**src/twp_pkg.sv**
```systemverilog
// shared constants for the three-wire wiper port
package twp_pkg;
    localparam int REG_BITS       = 17;
    localparam int CODE_BITS      = 8;
    localparam int POS_STACK      = 0;
    localparam int POS_CODE1_MSB  = 1;
    localparam int POS_CODE0_MSB  = 9;
    localparam int SYNC_STAGES    = 2;
    localparam int LINK_DIV_HALF  = 4;
    localparam int HOST_SETUP_CYC = 2;
    localparam logic [16:0] REG_RESET = 17'h00000;
    localparam logic [1:0]  ADDR_DATA   = 2'h0;
    localparam logic [1:0]  ADDR_CTRL   = 2'h1;
    localparam logic [1:0]  ADDR_STATUS = 2'h2;
    localparam logic [1:0]  ADDR_RDBACK = 2'h3;
    localparam logic [7:0]  DEVS_RESET  = 8'h01;
    typedef enum logic [2:0] {
        TWP_IDLE  = 3'b000,
        TWP_SETUP = 3'b001,
        TWP_LOW   = 3'b010,
        TWP_HIGH  = 3'b011,
        TWP_HOLD  = 3'b100
    } twp_host_state_t;
endpackage

```
**src/twp_link_if.sv**
```systemverilog
// three-wire link between controller and potentiometer port
`timescale 1ns/1ps
`default_nettype none
interface twp_link_if;
    logic serialEnable;
    logic serialClock;
    logic serialDataIn;
    logic chainOutput;
    modport controller (output serialEnable, output serialClock, output serialDataIn,
                        input chainOutput);
    modport device (input serialEnable, input serialClock, input serialDataIn,
                    output chainOutput);
endinterface
`default_nettype wire

```
**src/twp_device.sv**
```systemverilog
// device end: 17-bit shift chain, commit on enable fall, stacked mux
`timescale 1ns/1ps
`default_nettype none
module twp_device #(
    parameter int REG_BITS  = twp_pkg::REG_BITS,
    parameter int CODE_BITS = twp_pkg::CODE_BITS
) (
    input  wire logic                 clock,
    input  wire logic                 rst,
    twp_link_if.device                link,
    output logic      [CODE_BITS-1:0] wiper_terminal_zero,
    output logic      [CODE_BITS-1:0] wiper_terminal_one,
    output logic      [CODE_BITS-1:0] stacked_wiper_output,
    output logic                      stackSelect
);
    ////////////////////////////////////////////////////////////////////
    // each pin crosses into the clock domain through its own two flops
    logic enS;
    logic sclkS;
    logic dinS;

    twp_sync #(.WIDTH(1)) u_syncEnable (
        .clock   (clock),
        .rst     (rst),
        .asyncIn (link.serialEnable),
        .syncOut (enS)
    );
    twp_sync #(.WIDTH(1)) u_syncClock (
        .clock   (clock),
        .rst     (rst),
        .asyncIn (link.serialClock),
        .syncOut (sclkS)
    );
    twp_sync #(.WIDTH(1)) u_syncData (
        .clock   (clock),
        .rst     (rst),
        .asyncIn (link.serialDataIn),
        .syncOut (dinS)
    );

    ////////////////////////////////////////////////////////////////////
    // edges of the synchronised enable and link clock
    logic enPrev_q;
    logic enPrev_d;
    logic sclkPrev_q;
    logic sclkPrev_d;
    logic rise;
    logic fall;

    always_comb begin
        enPrev_d   = enS;
        sclkPrev_d = sclkS;
        // link clock edges count only inside an enable-high frame
        rise       = enS && sclkS && !sclkPrev_q;
        fall       = enPrev_q && !enS;
    end

    always_ff @(posedge clock or posedge rst) begin
        if (rst) begin
            // idle pin levels, so reset is not followed by a false edge
            enPrev_q   <= 1'b0;
            sclkPrev_q <= 1'b0;
        end else begin
            enPrev_q   <= enPrev_d;
            sclkPrev_q <= sclkPrev_d;
        end
    end

    ////////////////////////////////////////////////////////////////////
    // one seventeen-stage chain; the newest bit enters the top stage
    logic [REG_BITS-1:0] shifted;
    logic [REG_BITS-1:0] shift_q;
    logic [REG_BITS-1:0] shift_d;

    // each stage takes its upper neighbour, the top stage the pin
    for (genvar k = 0; k < REG_BITS; k++) begin : g_stage
        if (k == REG_BITS - 1) begin : g_top
            assign shifted[k] = dinS;
        end else begin : g_next
            assign shifted[k] = shift_q[k+1];
        end
    end

    always_comb begin
        shift_d = shift_q;
        if (rise) begin
            shift_d = shifted;
        end
    end

    always_ff @(posedge clock or posedge rst) begin
        if (rst) begin
            shift_q <= REG_BITS'(twp_pkg::REG_RESET);
        end else begin
            shift_q <= shift_d;
        end
    end

    ////////////////////////////////////////////////////////////////////
    // bit 0 leaves next, and while idle it is the stack bit
    logic chainOut_q;
    logic chainOut_d;

    always_comb begin
        chainOut_d = shift_d[twp_pkg::POS_STACK];
    end

    always_ff @(posedge clock or posedge rst) begin
        if (rst) begin
            chainOut_q <= 1'b0;
        end else begin
            chainOut_q <= chainOut_d;
        end
    end

    ////////////////////////////////////////////////////////////////////
    // committed wiper codes and stack bit, loaded only as enable falls
    logic [CODE_BITS-1:0] codeZero;
    logic [CODE_BITS-1:0] codeOne;
    logic [CODE_BITS-1:0] wiperZero_q;
    logic [CODE_BITS-1:0] wiperZero_d;
    logic [CODE_BITS-1:0] wiperOne_q;
    logic [CODE_BITS-1:0] wiperOne_d;
    logic                 stack_q;
    logic                 stack_d;

    // each code sits msb first at its lowest position
    for (genvar j = 0; j < CODE_BITS; j++) begin : g_codeOne
        assign codeOne[CODE_BITS-1-j] = shift_q[twp_pkg::POS_CODE1_MSB+j];
    end
    for (genvar j = 0; j < CODE_BITS; j++) begin : g_codeZero
        assign codeZero[CODE_BITS-1-j] = shift_q[twp_pkg::POS_CODE0_MSB+j];
    end

    always_comb begin
        wiperZero_d = wiperZero_q;
        wiperOne_d  = wiperOne_q;
        stack_d     = stack_q;
        // no bit count is kept: a short frame commits as it stands
        if (fall) begin
            wiperZero_d = codeZero;
            wiperOne_d  = codeOne;
            stack_d     = shift_q[twp_pkg::POS_STACK];
        end
    end

    always_ff @(posedge clock or posedge rst) begin
        if (rst) begin
            // zero stands in for the undefined power-up state
            wiperZero_q <= '0;
            wiperOne_q  <= '0;
            stack_q     <= 1'b0;
        end else begin
            wiperZero_q <= wiperZero_d;
            wiperOne_q  <= wiperOne_d;
            stack_q     <= stack_d;
        end
    end

    ////////////////////////////////////////////////////////////////////
    // stacked output has its own flop so it moves with the wipers
    logic [CODE_BITS-1:0] stacked_q;
    logic [CODE_BITS-1:0] stacked_d;

    always_comb begin
        if (stack_d) begin
            stacked_d = wiperOne_d;
        end else begin
            stacked_d = wiperZero_d;
        end
    end

    always_ff @(posedge clock or posedge rst) begin
        if (rst) begin
            stacked_q <= '0;
        end else begin
            stacked_q <= stacked_d;
        end
    end

    ////////////////////////////////////////////////////////////////////
    // every output comes straight from a flop
    assign link.chainOutput     = chainOut_q;
    assign wiper_terminal_zero  = wiperZero_q;
    assign wiper_terminal_one   = wiperOne_q;
    assign stacked_wiper_output = stacked_q;
    assign stackSelect          = stack_q;
endmodule
`default_nettype wire

```
**src/twp_sync.sv**
```systemverilog
// two-flop synchroniser for a bundle of link levels
`timescale 1ns/1ps
`default_nettype none
module twp_sync #(
    parameter int WIDTH = 1
) (
    input  wire logic             clock,
    input  wire logic             rst,
    input  wire logic [WIDTH-1:0] asyncIn,
    output logic      [WIDTH-1:0] syncOut
);
    logic [WIDTH-1:0] meta_q;
    always_ff @(posedge clock or posedge rst) begin
        if (rst) begin
            meta_q  <= '0;
            syncOut <= '0;
        end else begin
            meta_q  <= asyncIn;
            syncOut <= meta_q;
        end
    end
endmodule
`default_nettype wire
```
**src/flat_wrapper.sv**
```systemverilog
// flat-port wrapper written by rule: the top's interface ports become plain ports
module twp_device_flat 
#(
    parameter int REG_BITS  = twp_pkg::REG_BITS,
    parameter int CODE_BITS = twp_pkg::CODE_BITS
)
  (clock, rst, wiper_terminal_zero, wiper_terminal_one, stacked_wiper_output, stackSelect, link_serialEnable, link_serialClock, link_serialDataIn, link_chainOutput);
  twp_link_if link_i ();
  input  wire logic clock;
  input  wire logic rst;
  output logic      [CODE_BITS-1:0] wiper_terminal_zero;
  output logic      [CODE_BITS-1:0] wiper_terminal_one;
  output logic      [CODE_BITS-1:0] stacked_wiper_output;
  output logic stackSelect;
  input wire logic [$bits(link_i.serialEnable)-1:0] link_serialEnable;
  input wire logic [$bits(link_i.serialClock)-1:0] link_serialClock;
  input wire logic [$bits(link_i.serialDataIn)-1:0] link_serialDataIn;
  output wire logic [$bits(link_i.chainOutput)-1:0] link_chainOutput;
  assign link_i.serialEnable = link_serialEnable;
  assign link_i.serialClock = link_serialClock;
  assign link_i.serialDataIn = link_serialDataIn;
  assign link_chainOutput = link_i.chainOutput;
  twp_device #(.REG_BITS(REG_BITS), .CODE_BITS(CODE_BITS)) u_core (.clock(clock), .rst(rst), .link(link_i), .wiper_terminal_zero(wiper_terminal_zero), .wiper_terminal_one(wiper_terminal_one), .stacked_wiper_output(stacked_wiper_output), .stackSelect(stackSelect));
endmodule
```
**config.mk**
```make
export PLATFORM = sky130hd
export DESIGN_NAME = twp_device_flat
export DESIGN_NICKNAME = d
export VERILOG_FILES = /design/src/twp_pkg.sv /design/src/twp_link_if.sv /design/src/twp_device.sv /design/src/twp_sync.sv /design/src/flat_wrapper.sv
export SDC_FILE = /design/constraint.sdc
export NUM_CORES = 1
export LEC_CHECK = 0
export ABC_AREA = 0
export BUFFER_PORTS_ARGS = -buffer_cell sky130_fd_sc_hd__buf_2
export CAP_MARGIN = 40
export CORE_MARGIN = 3
export CORE_UTILIZATION = 31
export CTS_CLUSTER_DIAMETER = 200
export CTS_CLUSTER_SIZE = 28
export DETAILED_ROUTE_END_ITERATION = 12
export MAX_ROUTING_LAYER = met4
export PLACE_DENSITY = 0.59
export SETUP_SLACK_MARGIN = 0.4
export SYNTH_ARGS = -nofsm -noshare
export SYNTH_HDL_FRONTEND = slang
export SYNTH_SLANG_ARGS = --single-unit
```
**constraint.sdc**
```tcl
create_clock -name clock -period 1.6 [get_ports clock]
set_clock_uncertainty 0.2 [all_clocks]
set_input_delay 0.16 -clock clock [delete_from_list [all_inputs] [get_ports clock]]
set_output_delay 0.16 -clock clock [all_outputs]
set_load 0.02 [all_outputs]
```
# Yosys cells after proc, flatten, opt, wreduce, memory -nomap -nowiden
# Index checks and enable logic that the tools add are counted.
[totals]
register_bits = 50
in_bits = 5
wordCells = 23
[op_classes]
muxes = 4
reduce_logical = 5
[ops]
columns = ["cell", "n"]
rows = [
  ["2-to-1 mux 8 bit", 3],
  ["logical AND 1 bit", 3],
  ["zero test 1 bit", 2],
  ["2-to-1 mux 1 bit", 1],
]

# Depth between registers and ports, before layout
# Gate-level depths: netlist of the first run.
[depth]
depth_word = 4
ltp_mapped = 4
ltp_nobuf = 2

# Modules after synthesis
# Synthesis of the first run repeated with hierarchy kept, for this count alone.
[hier_totals]
cells_unflattened = 120
hier_area_um2 = 2040.7
[modules_own_cells]
columns = ["module", "seq_area_each_um2", "area_per_inst_um2", "cells_per_inst", "n_inst"]
rows = [
  ["twp_device", 1101.1, 1879.3, 111, 1],
  ["twp_sync", 50.0, 53.8, 3, 3],
]

# Worst setup path before layout of the first run
# Ideal clock, no wire load.
[synth_timing]
path_type = "register to register"
start = "reg u_core.u_syncEnable.syncOut"
end = "reg u_core.wiperOne_q[1] (netlist: u_core.wiper_terminal_one[1])"
path_stages_with_launch = 5
required_time_ns = 1.275
synth_period_minus_slack_ns = 1.417
setup_slack_ns = 0.183
arrival_time_ns = 1.092
cell_sequence = "dfrtp_1 > nand2b_4 > buf_6 > buf_12 > mux2_4"
[synth_via]
elab_chain_len = 3
[synth_lines]
columns = ["item", "line", "source"]
rows = [
  ["start: declaration", "twp_sync.sv:10", "output logic [WIDTH-1:0] syncOut"],
  ["start signal: assignment", "twp_sync.sv:19", "syncOut <= meta_q;"],
  ["zero test 1 bit", "twp_device.sv:55", "fall = enPrev_q && !enS;"],
  ["logical AND 1 bit", "twp_device.sv:55", ""],
  ["2-to-1 mux 8 bit", "twp_device.sv:140", "if (fall) begin"],
  ["via u_core.wiperOne_d[1]", "twp_device.sv:123", "logic [CODE_BITS-1:0] wiperOne_d;"],
  ["end signal: assignment", "twp_device.sv:155", "wiperOne_q <= wiperOne_d;"],
  ["end: declaration", "twp_device.sv:122", "logic [CODE_BITS-1:0] wiperOne_q;"],
]
# The timed path passes the listed nets, and every way through them passes these cells.
# A chain may end at the register's enable or synchronous reset.

# Worst setup path in the final report of the first run
[layout_timing]
start = "reg u_core.u_syncEnable.syncOut"
end = "reg u_core.wiperZero_q[7] (netlist: u_core.wiper_terminal_zero[7])"
[layout_via]
elab_chain_len = 3
[layout_lines]
columns = ["item", "line", "source"]
rows = [
  ["zero test 1 bit", "twp_device.sv:55", ""],
  ["logical AND 1 bit", "twp_device.sv:55", ""],
  ["2-to-1 mux 8 bit", "twp_device.sv:140", ""],
  ["via u_core.wiperZero_d[7]", "twp_device.sv:121", "logic [CODE_BITS-1:0] wiperZero_d;"],
  ["end signal: assignment", "twp_device.sv:154", "wiperZero_q <= wiperZero_d;"],
  ["end: declaration", "twp_device.sv:120", "logic [CODE_BITS-1:0] wiperZero_q;"],
]
# The timed path passes the listed nets, and every way through them passes these cells.

==> results of run 1 <==
-- through the flow --
stage	worst slack [ps]	utilization [%]	hold slack, ps	instances
CTS	205	44.5	162	251
global placement	207	37.5	38.4	219
finish	213	45.5	158	254
global route	177	45.5	176	254
detailed placement	197	37.5	48.4	219
floorplan	183	-	-8.57	117
-- placed cells by master, fill, tap and decap left out, drive strengths merged --
| cell | netlist | layout |
|---|---|---|
| nand3b | 1 | 1 |
| mux2 | 34 | 34 |
| dlygate4sd3 | 0 | 4 |
| clkbuf | 2 | 6 |
| dfrtp | 50 | 50 |
| clkinvlp | 0 | 2 |
| buf | 4 | 57 |
| nand2b | 1 | 1 |
| mux2i | 24 | 24 |
-- sequential cells by signal (all words and copies together) (netlist names), named ones only --
name	count
u_core.u_syncClock.syncOut	1
u_core.sclkPrev_q	1
u_core.stacked_wiper_output	8
u_core.wiper_terminal_zero	8
u_core.u_syncEnable.syncOut	1
u_core.u_syncEnable.meta_q	1
u_core.u_syncData.meta_q	1
u_core.wiper_terminal_one	8
u_core.enPrev_q	1
u_core.u_syncData.syncOut	1
u_core.u_syncClock.meta_q	1
u_core.shift_q	17
-- metal layers --
metal  wire, um  track usage [%]
met3        138             2.84
met4         21             3.82
met2       1880             17.3
met1       1610             13.1
met5          0                -
-- synthesized netlist by cell type, drive strengths merged --
library cell,count,area share [%]
mux2,34,21
dfrtp,50,62
inv,1,0.18
clkbuf,2,0.49
nand2b,1,0.68
buf,4,3.1
mux2i,24,12
nand3b,1,0.99
-- cells by family (layout without fill, tap and decap cells) --
logic type             Yosys count  count (layout)
buffers and inverters            7              69
flip-flops                      50              50
AND/OR/NAND/NOR                  2               2
multiplexers                    58              58
-- path summary, 6_finish.rpt --
kind                                        startpoint  depth (start not counted)                             to
max                        u_core.u_syncEnable.syncOut                          3  u_core.wiper_terminal_zero[7]
min                          u_core.u_syncClock.meta_q                          0     u_core.u_syncClock.syncOut
max reg2reg                u_core.u_syncEnable.syncOut                          3  u_core.wiper_terminal_zero[7]
min reg2reg                  u_core.u_syncClock.meta_q                          0     u_core.u_syncClock.syncOut
max in group asynchronous                          rst                          4                      async pin
min in group asynchronous                          rst                          4              u_core.sclkPrev_q
-- cell type report --
class	instances	area [um^2]
Clock buffer	6	72.6
Multi-Input combinational cell	60	739
Tap cell	75	93.8
Inverter	1	7.51
Fill cell	539	3340
Sequential cell	50	1250
Timing Repair Buffer	61	613
Clock inverter	1	7.51
-- timing repair --
action | 4_1_cts | 5_1_grt
endpoints found under the setup margin | 62 | 66
buffers inserted | 21 | 3
resized for setup | 42 | 11
endpoints found under the hold margin | 53 | 0
hold buffers | 4 | 0
gates cloned | 0 | 0
-- where the power goes --
part / internal [mW] / switching (mW) / leakage (nW)
clock: 0.301 / 0.396 / 0.0373
combinational: 0.762 / 0.519 / 0.724
sequential: 1.55 / 0.226 / 0.642
total: 2.61 / 1.14 / 1.40
-- critical path, delay by kind of cell (launching register included) --
family	cells	cell delay [ps]
buffers and inverters	1	150
muxes	1	340
DFF	1	410
and+or+nand+nor	1	180
==> impl_results.md, run 1 <==
* Status: completed
* Design Power at 3.76 mW
* Mean post-synth cell area at 17.3 um^2
* Critical Path Fanout Max at 13
* Distinct cells, synth at 10
* Tmin final at 1390 ps
* Startpoint type of the worst setup path: flip-flop
* Clock sinks at 50
* Chip height at 86.9 um
* TritonCTS buffer count at 5
* DR vias at 1144
* Port Buffers at 30
* Clock-pin slew on the worst setup and hold paths at 90 ps
* Die Wd at 86.9 um
* WL/cell at 14.4 um
* Final Instance Area at 2790 um^2
* CTS H-tree lvls at 2
* Worst min path class: flip-flop to flip-flop
* Core box area at 6130 um^2
* Fmax at 721 MHz
* Worst setup EP type: flip-flop
* Leakage power at 1.40 nW
* Clock Latency Late Sink at 300 ps
* P&R area growth vs syn at 37.4%
* Setup TNS at 0 ps
* Kind of critical path: flip-flop to flip-flop
* GRT Total Usage at 10.8%
* TritonCTS clock tree: yes
* Crit path required time at 1590 ps
* Layout cells sized above 1 at 57.0%
* Dpl cell area at 2300 um^2
* Worst-margin pin slew at 273 ps
* Antenna Cells at 0
* First-pass GRT wire length at 6.07 mm
* Critical path's largest stage delay at 410 ps
* Global route overflow at 0
* Max Slew Vio Count at 0
* R2R setup slack at 210 ps
* Die area at 7550 um^2
* Critical Path AT at 1370 ps
* Via/cell ratio at 4.50
* Relative slew margins at 81.8%
* Initial antenna violation count at 0
* Row cnt at 28
* Crit-path slowest cell: dfrtp_1
* CP cell instances: nand2b_4 -> buf_12 -> mux2_2
* Part of the Yosys area used for sequential elements at 61.7%
* Remaining antenna violation count at 0
* Post-Synthesis Net Count at 122
* Final HPWL DP at 2.27 mm
* Synthesis Warnings at 0
* Simple-gate share of the synthesized area at 1.66%
* Mux cell area share after synthesis at 32.9%
* Final wirelength at 3.65 mm
* DR DRC count at 0
* Largest family of logic cells by synthesized area: multiplexers
* Vias in the first global route at 1245
* Starting Density at 33.1%
* Gate Count Post-Synth at 117
* Fin nets at 184
* Post-Syn Area at 2030 um^2
* VDD IR max at 793 uV
* Post-synthesis compound-gate area fraction at 0%
* Num ports at 31
* Final Setup Violations at 0
* RSZ-0062 raised after global routing: true
* MaxCap Viol Count at 0
* Adder-cell share of the synthesized area at 0%
* Final hold vios at 0
* Register bit total from synthesis at 50
* DR pass1 iterations at 4
* Number of DRC markers in iteration 0 at 60
* Pwr dens at 1350 nW/um^2
* Largest net degree at the start of global routing at 51
* Final period util at 86.7%
* Root Driver: clkbuf_8
* Post-synthesis xor/xnor area fraction at 0%
* Routability-driven placement congestion ratio at 0.665
* CTS max path bufs at 2
Note: power is estimated with default switching activity, not from simulation.
==> run 2: changes to the inputs <==
--- a/config.mk
+++ b/config.mk
@@ -14,7 +14,7 @@
 export CTS_CLUSTER_SIZE = 28
 export DETAILED_ROUTE_END_ITERATION = 12
 export MAX_ROUTING_LAYER = met4
-export PLACE_DENSITY = 0.59
+export PLACE_DENSITY_LB_ADDON = 0.12
 export SETUP_SLACK_MARGIN = 0.4
 export SYNTH_ARGS = -nofsm -noshare
 export SYNTH_HDL_FRONTEND = slang
==> impl_results.md, run 2 (same netlist as run 1, synthesis figures left out) <==
* Status: completed (unchanged)
* Worst setup EP type: flip-flop (unchanged)
* DR DRC count at 0 (unchanged)
* P&R area growth vs syn at 45.7% (was 37.4%)
* Crit path required time at 1580 ps (was 1590 ps)
* Die area at 7550 um^2 (unchanged)
* Remaining antenna violation count at 0 (unchanged)
* Setup TNS at 0 ps (unchanged)
* Worst reg2reg path depth at 3 (unchanged)
* Net Sw Frac at 28.0% (was 30.4%)
* R2R setup slack at 190 ps (was 210 ps)
* TritonCTS buffer count at 5 (unchanged)
* Starting Density at 33.1% (unchanged)
* Final wirelength at 4.04 mm (was 3.65 mm)
* Crit-path slowest cell: dfrtp_1 (unchanged)
* DR vias at 1184 (was 1144)
* Logic pwr share at 31.9% (was 34.1%)
* Global route overflow at 0 (unchanged)
* Root Driver: clkbuf_8 (unchanged)
* Part of the power in the clock network at 25.7% (was 18.5%)
* GRT Total Usage at 12.2% (was 10.8%)
* Pre-CTS WS at 158 ps (was 197 ps)
* Relative slew margins at 69.6% (was 81.8%)
* Kind of critical path: flip-flop to flip-flop (unchanged)
* DR pass1 iterations at 4 (unchanged)
* Pwr dens at 1420 nW/um^2 (was 1350 nW/um^2)
* Worst min path class: flip-flop to flip-flop (unchanged)
* Final HPWL DP at 2.37 mm (was 2.27 mm)
* Final period util at 88.0% (was 86.7%)
* WL/cell at 15.5 um (was 14.4 um)
* Largest net degree at the start of global routing at 31 (was 51)
* Max Slew Vio Count at 0 (unchanged)
* MaxCap Viol Count at 0 (unchanged)
* PnR worst setup slack at 191 ps (was 213 ps)
* Sw Pwr at 1.18 mW (was 1.14 mW)
* Fin nets at 189 (was 184)
* # fillers at 538 (was 539)
* WHS Path Cells at 0 (unchanged)
* CTS max path bufs at 2 (unchanged)
* Layout cells sized above 1 at 59.5% (was 57.0%)
* WHS Endpoint: u_core.u_syncClock.syncOut (unchanged)
* Row cnt at 28 (unchanged)
* Max reg flops at 17 (unchanged)
* Initial antenna violation count at 0 (unchanged)
* Most common cell after layout, fill and taps aside: dfrtp_1 (unchanged)
* Die Wd at 86.9 um (unchanged)
* VDD IR max at 681 uV (was 793 uV)
* Cell Int Power at 3.03 mW (was 2.61 mW)
* Util after Layout at 48.2% (was 45.5%)
* Antenna Cells at 0 (unchanged)
* Worst-margin pin slew at 453 ps (was 273 ps)
* Critical Path Fanout Max at 8 (was 13)
* Tmin final at 1410 ps (was 1390 ps)
* TritonCTS clock tree: yes (unchanged)
* Startpoint type of the worst setup path: flip-flop (unchanged)
* Design Power at 4.20 mW (was 3.76 mW)
* Routability-driven placement congestion ratio at 0.654 (was 0.665)
* RSZ-0062 raised after global routing: true (unchanged)
* Clock Latency Late Sink at 300 ps (about the same)
* Largest Register: u_core.shift_q (unchanged)
* Hold_sp: u_core.u_syncClock.meta_q (unchanged)
* Clock sinks at 50 (unchanged)
* Critical path's largest stage delay at 390 ps (was 410 ps)
* Critical Path AT at 1390 ps (was 1370 ps)
* Reg-to-Reg Start: u_core.u_syncEnable.syncOut (unchanged)
* Sequential share of power at 42.4% (was 47.3%)
* Most frequent cells in the layout: 48 x dfrtp_1, 31 x buf_6, 25 x mux2_4 (was 48 x dfrtp_1, 26 x buf_6, 24 x mux2i_1)
* Via/cell ratio at 4.55 (was 4.50)
* Number of DRC markers in iteration 0 at 44 (was 60)
* Final Setup Violations at 0 (unchanged)
* Final hold vios at 0 (unchanged)
* Core box area at 6130 um^2 (unchanged)
* Clock-pin slew on the worst setup and hold paths at 90 ps (about the same)
* First-pass GRT wire length at 6.81 mm (was 6.07 mm)
* Leakage power at 1.48 nW (was 1.40 nW)
* Vias in the first global route at 1341 (was 1245)
* Chip height at 86.9 um (unchanged)
* Reg2Reg Capture Point: u_core.wiper_terminal_one[1] (was u_core.wiper_terminal_zero[7])
* CTS H-tree lvls at 2 (unchanged)
* CP cell instances: nand2b_4 -> buf_12 -> mux2_4 (was nand2b_4 -> buf_12 -> mux2_2)
* CP Buf/Inv Count at 1 (unchanged)
* Num ports at 31 (unchanged)
* Port Buffers at 30 (unchanged)
* CP delay by family, top: flip-flops (unchanged)
* Fmax at 710 MHz (was 721 MHz)
==> run 2: through the flow <==
step / instances / hold WS (ps) / cell area [um^2]
2_1_floorplan: 117 / -8.57 / 2090
3_3_place_gp: 219 / 10.7 / 2300
3_5_place_dp: 219 / 20.0 / 2300
4_1_cts: 258 / 158 / 2880
5_1_grt: 260 / 173 / 2960
6_report: 260 / 154 / 2960
==> run 2: what timing repair did <==
action,CTS,global route
endpoints found under the hold margin,23,0
hold buffers,4,0
gates resized for setup,46,19
buffers inserted,26,1
endpoints found under the setup margin,62,98
gates cloned,1,1
==> run 2: final cells by class <==
type	instances	area, um^2	area share (%)
Timing Repair inverter	1	5.00	0.169
Inverter	1	7.51	0.254
Tap cell	75	93.8	3.17
Clock inverter	2	60.1	2.03
Multi-Input combinational cell	60	754	25.5
Clock buffer	6	82.6	2.79
Timing Repair Buffer	65	699	23.7
Sequential cell	50	1250	42.4
==> run 2: power groups by stage <==
| stage | Clock, mW | Sequential, mW | Combinational, mW |
|---|---|---|---|
| detailed placement | 0 | 1.79 | 0.943 |
| floorplan | 0 | 1.97 | 0.447 |
| CTS | 1.11 | 1.77 | 1.26 |
| global placement | 0 | 1.78 | 0.925 |
| finish | 1.08 | 1.78 | 1.34 |
| global route | 1.17 | 1.83 | 1.44 |
==> run 2: worst register-to-register path, delay by kind of cell, from the launching register on <==
| kind | cells | cell delay (ps) |
|---|---|---|
| buf+inv | 1 | 190 |
| simple gates | 1 | 230 |
| mux | 1 | 300 |
| flops | 1 | 390 |
==> run 2: worst max-delay path by stage <==
stage                                startpoint                             to  slack (ps)  depth (start not counted)
floorplan           u_core.u_syncEnable.syncOut   u_core.wiper_terminal_one[1]         180                          4
global placement    u_core.u_syncEnable.syncOut   u_core.wiper_terminal_one[1]         180                          3
detailed placement  u_core.u_syncEnable.syncOut  u_core.wiper_terminal_zero[4]         160                          3
CTS                 u_core.u_syncEnable.syncOut   u_core.wiper_terminal_one[2]         180                          3
global route        u_core.u_syncEnable.syncOut             u_core.shift_q[10]         150                          4
finish              u_core.u_syncEnable.syncOut   u_core.wiper_terminal_one[1]         190                          3
==> run 2: metal layers <==
| metal | part of all wire [%] | routed length [um] | track usage (%) |
|---|---|---|---|
| met3 | 3.2 | 129 | 3.12 |
| met2 | 49 | 1980 | 19.0 |
| met4 | 1.5 | 59 | 3.82 |
| met5 | 0 | 0 | - |
| met1 | 46 | 1870 | 15.7 |
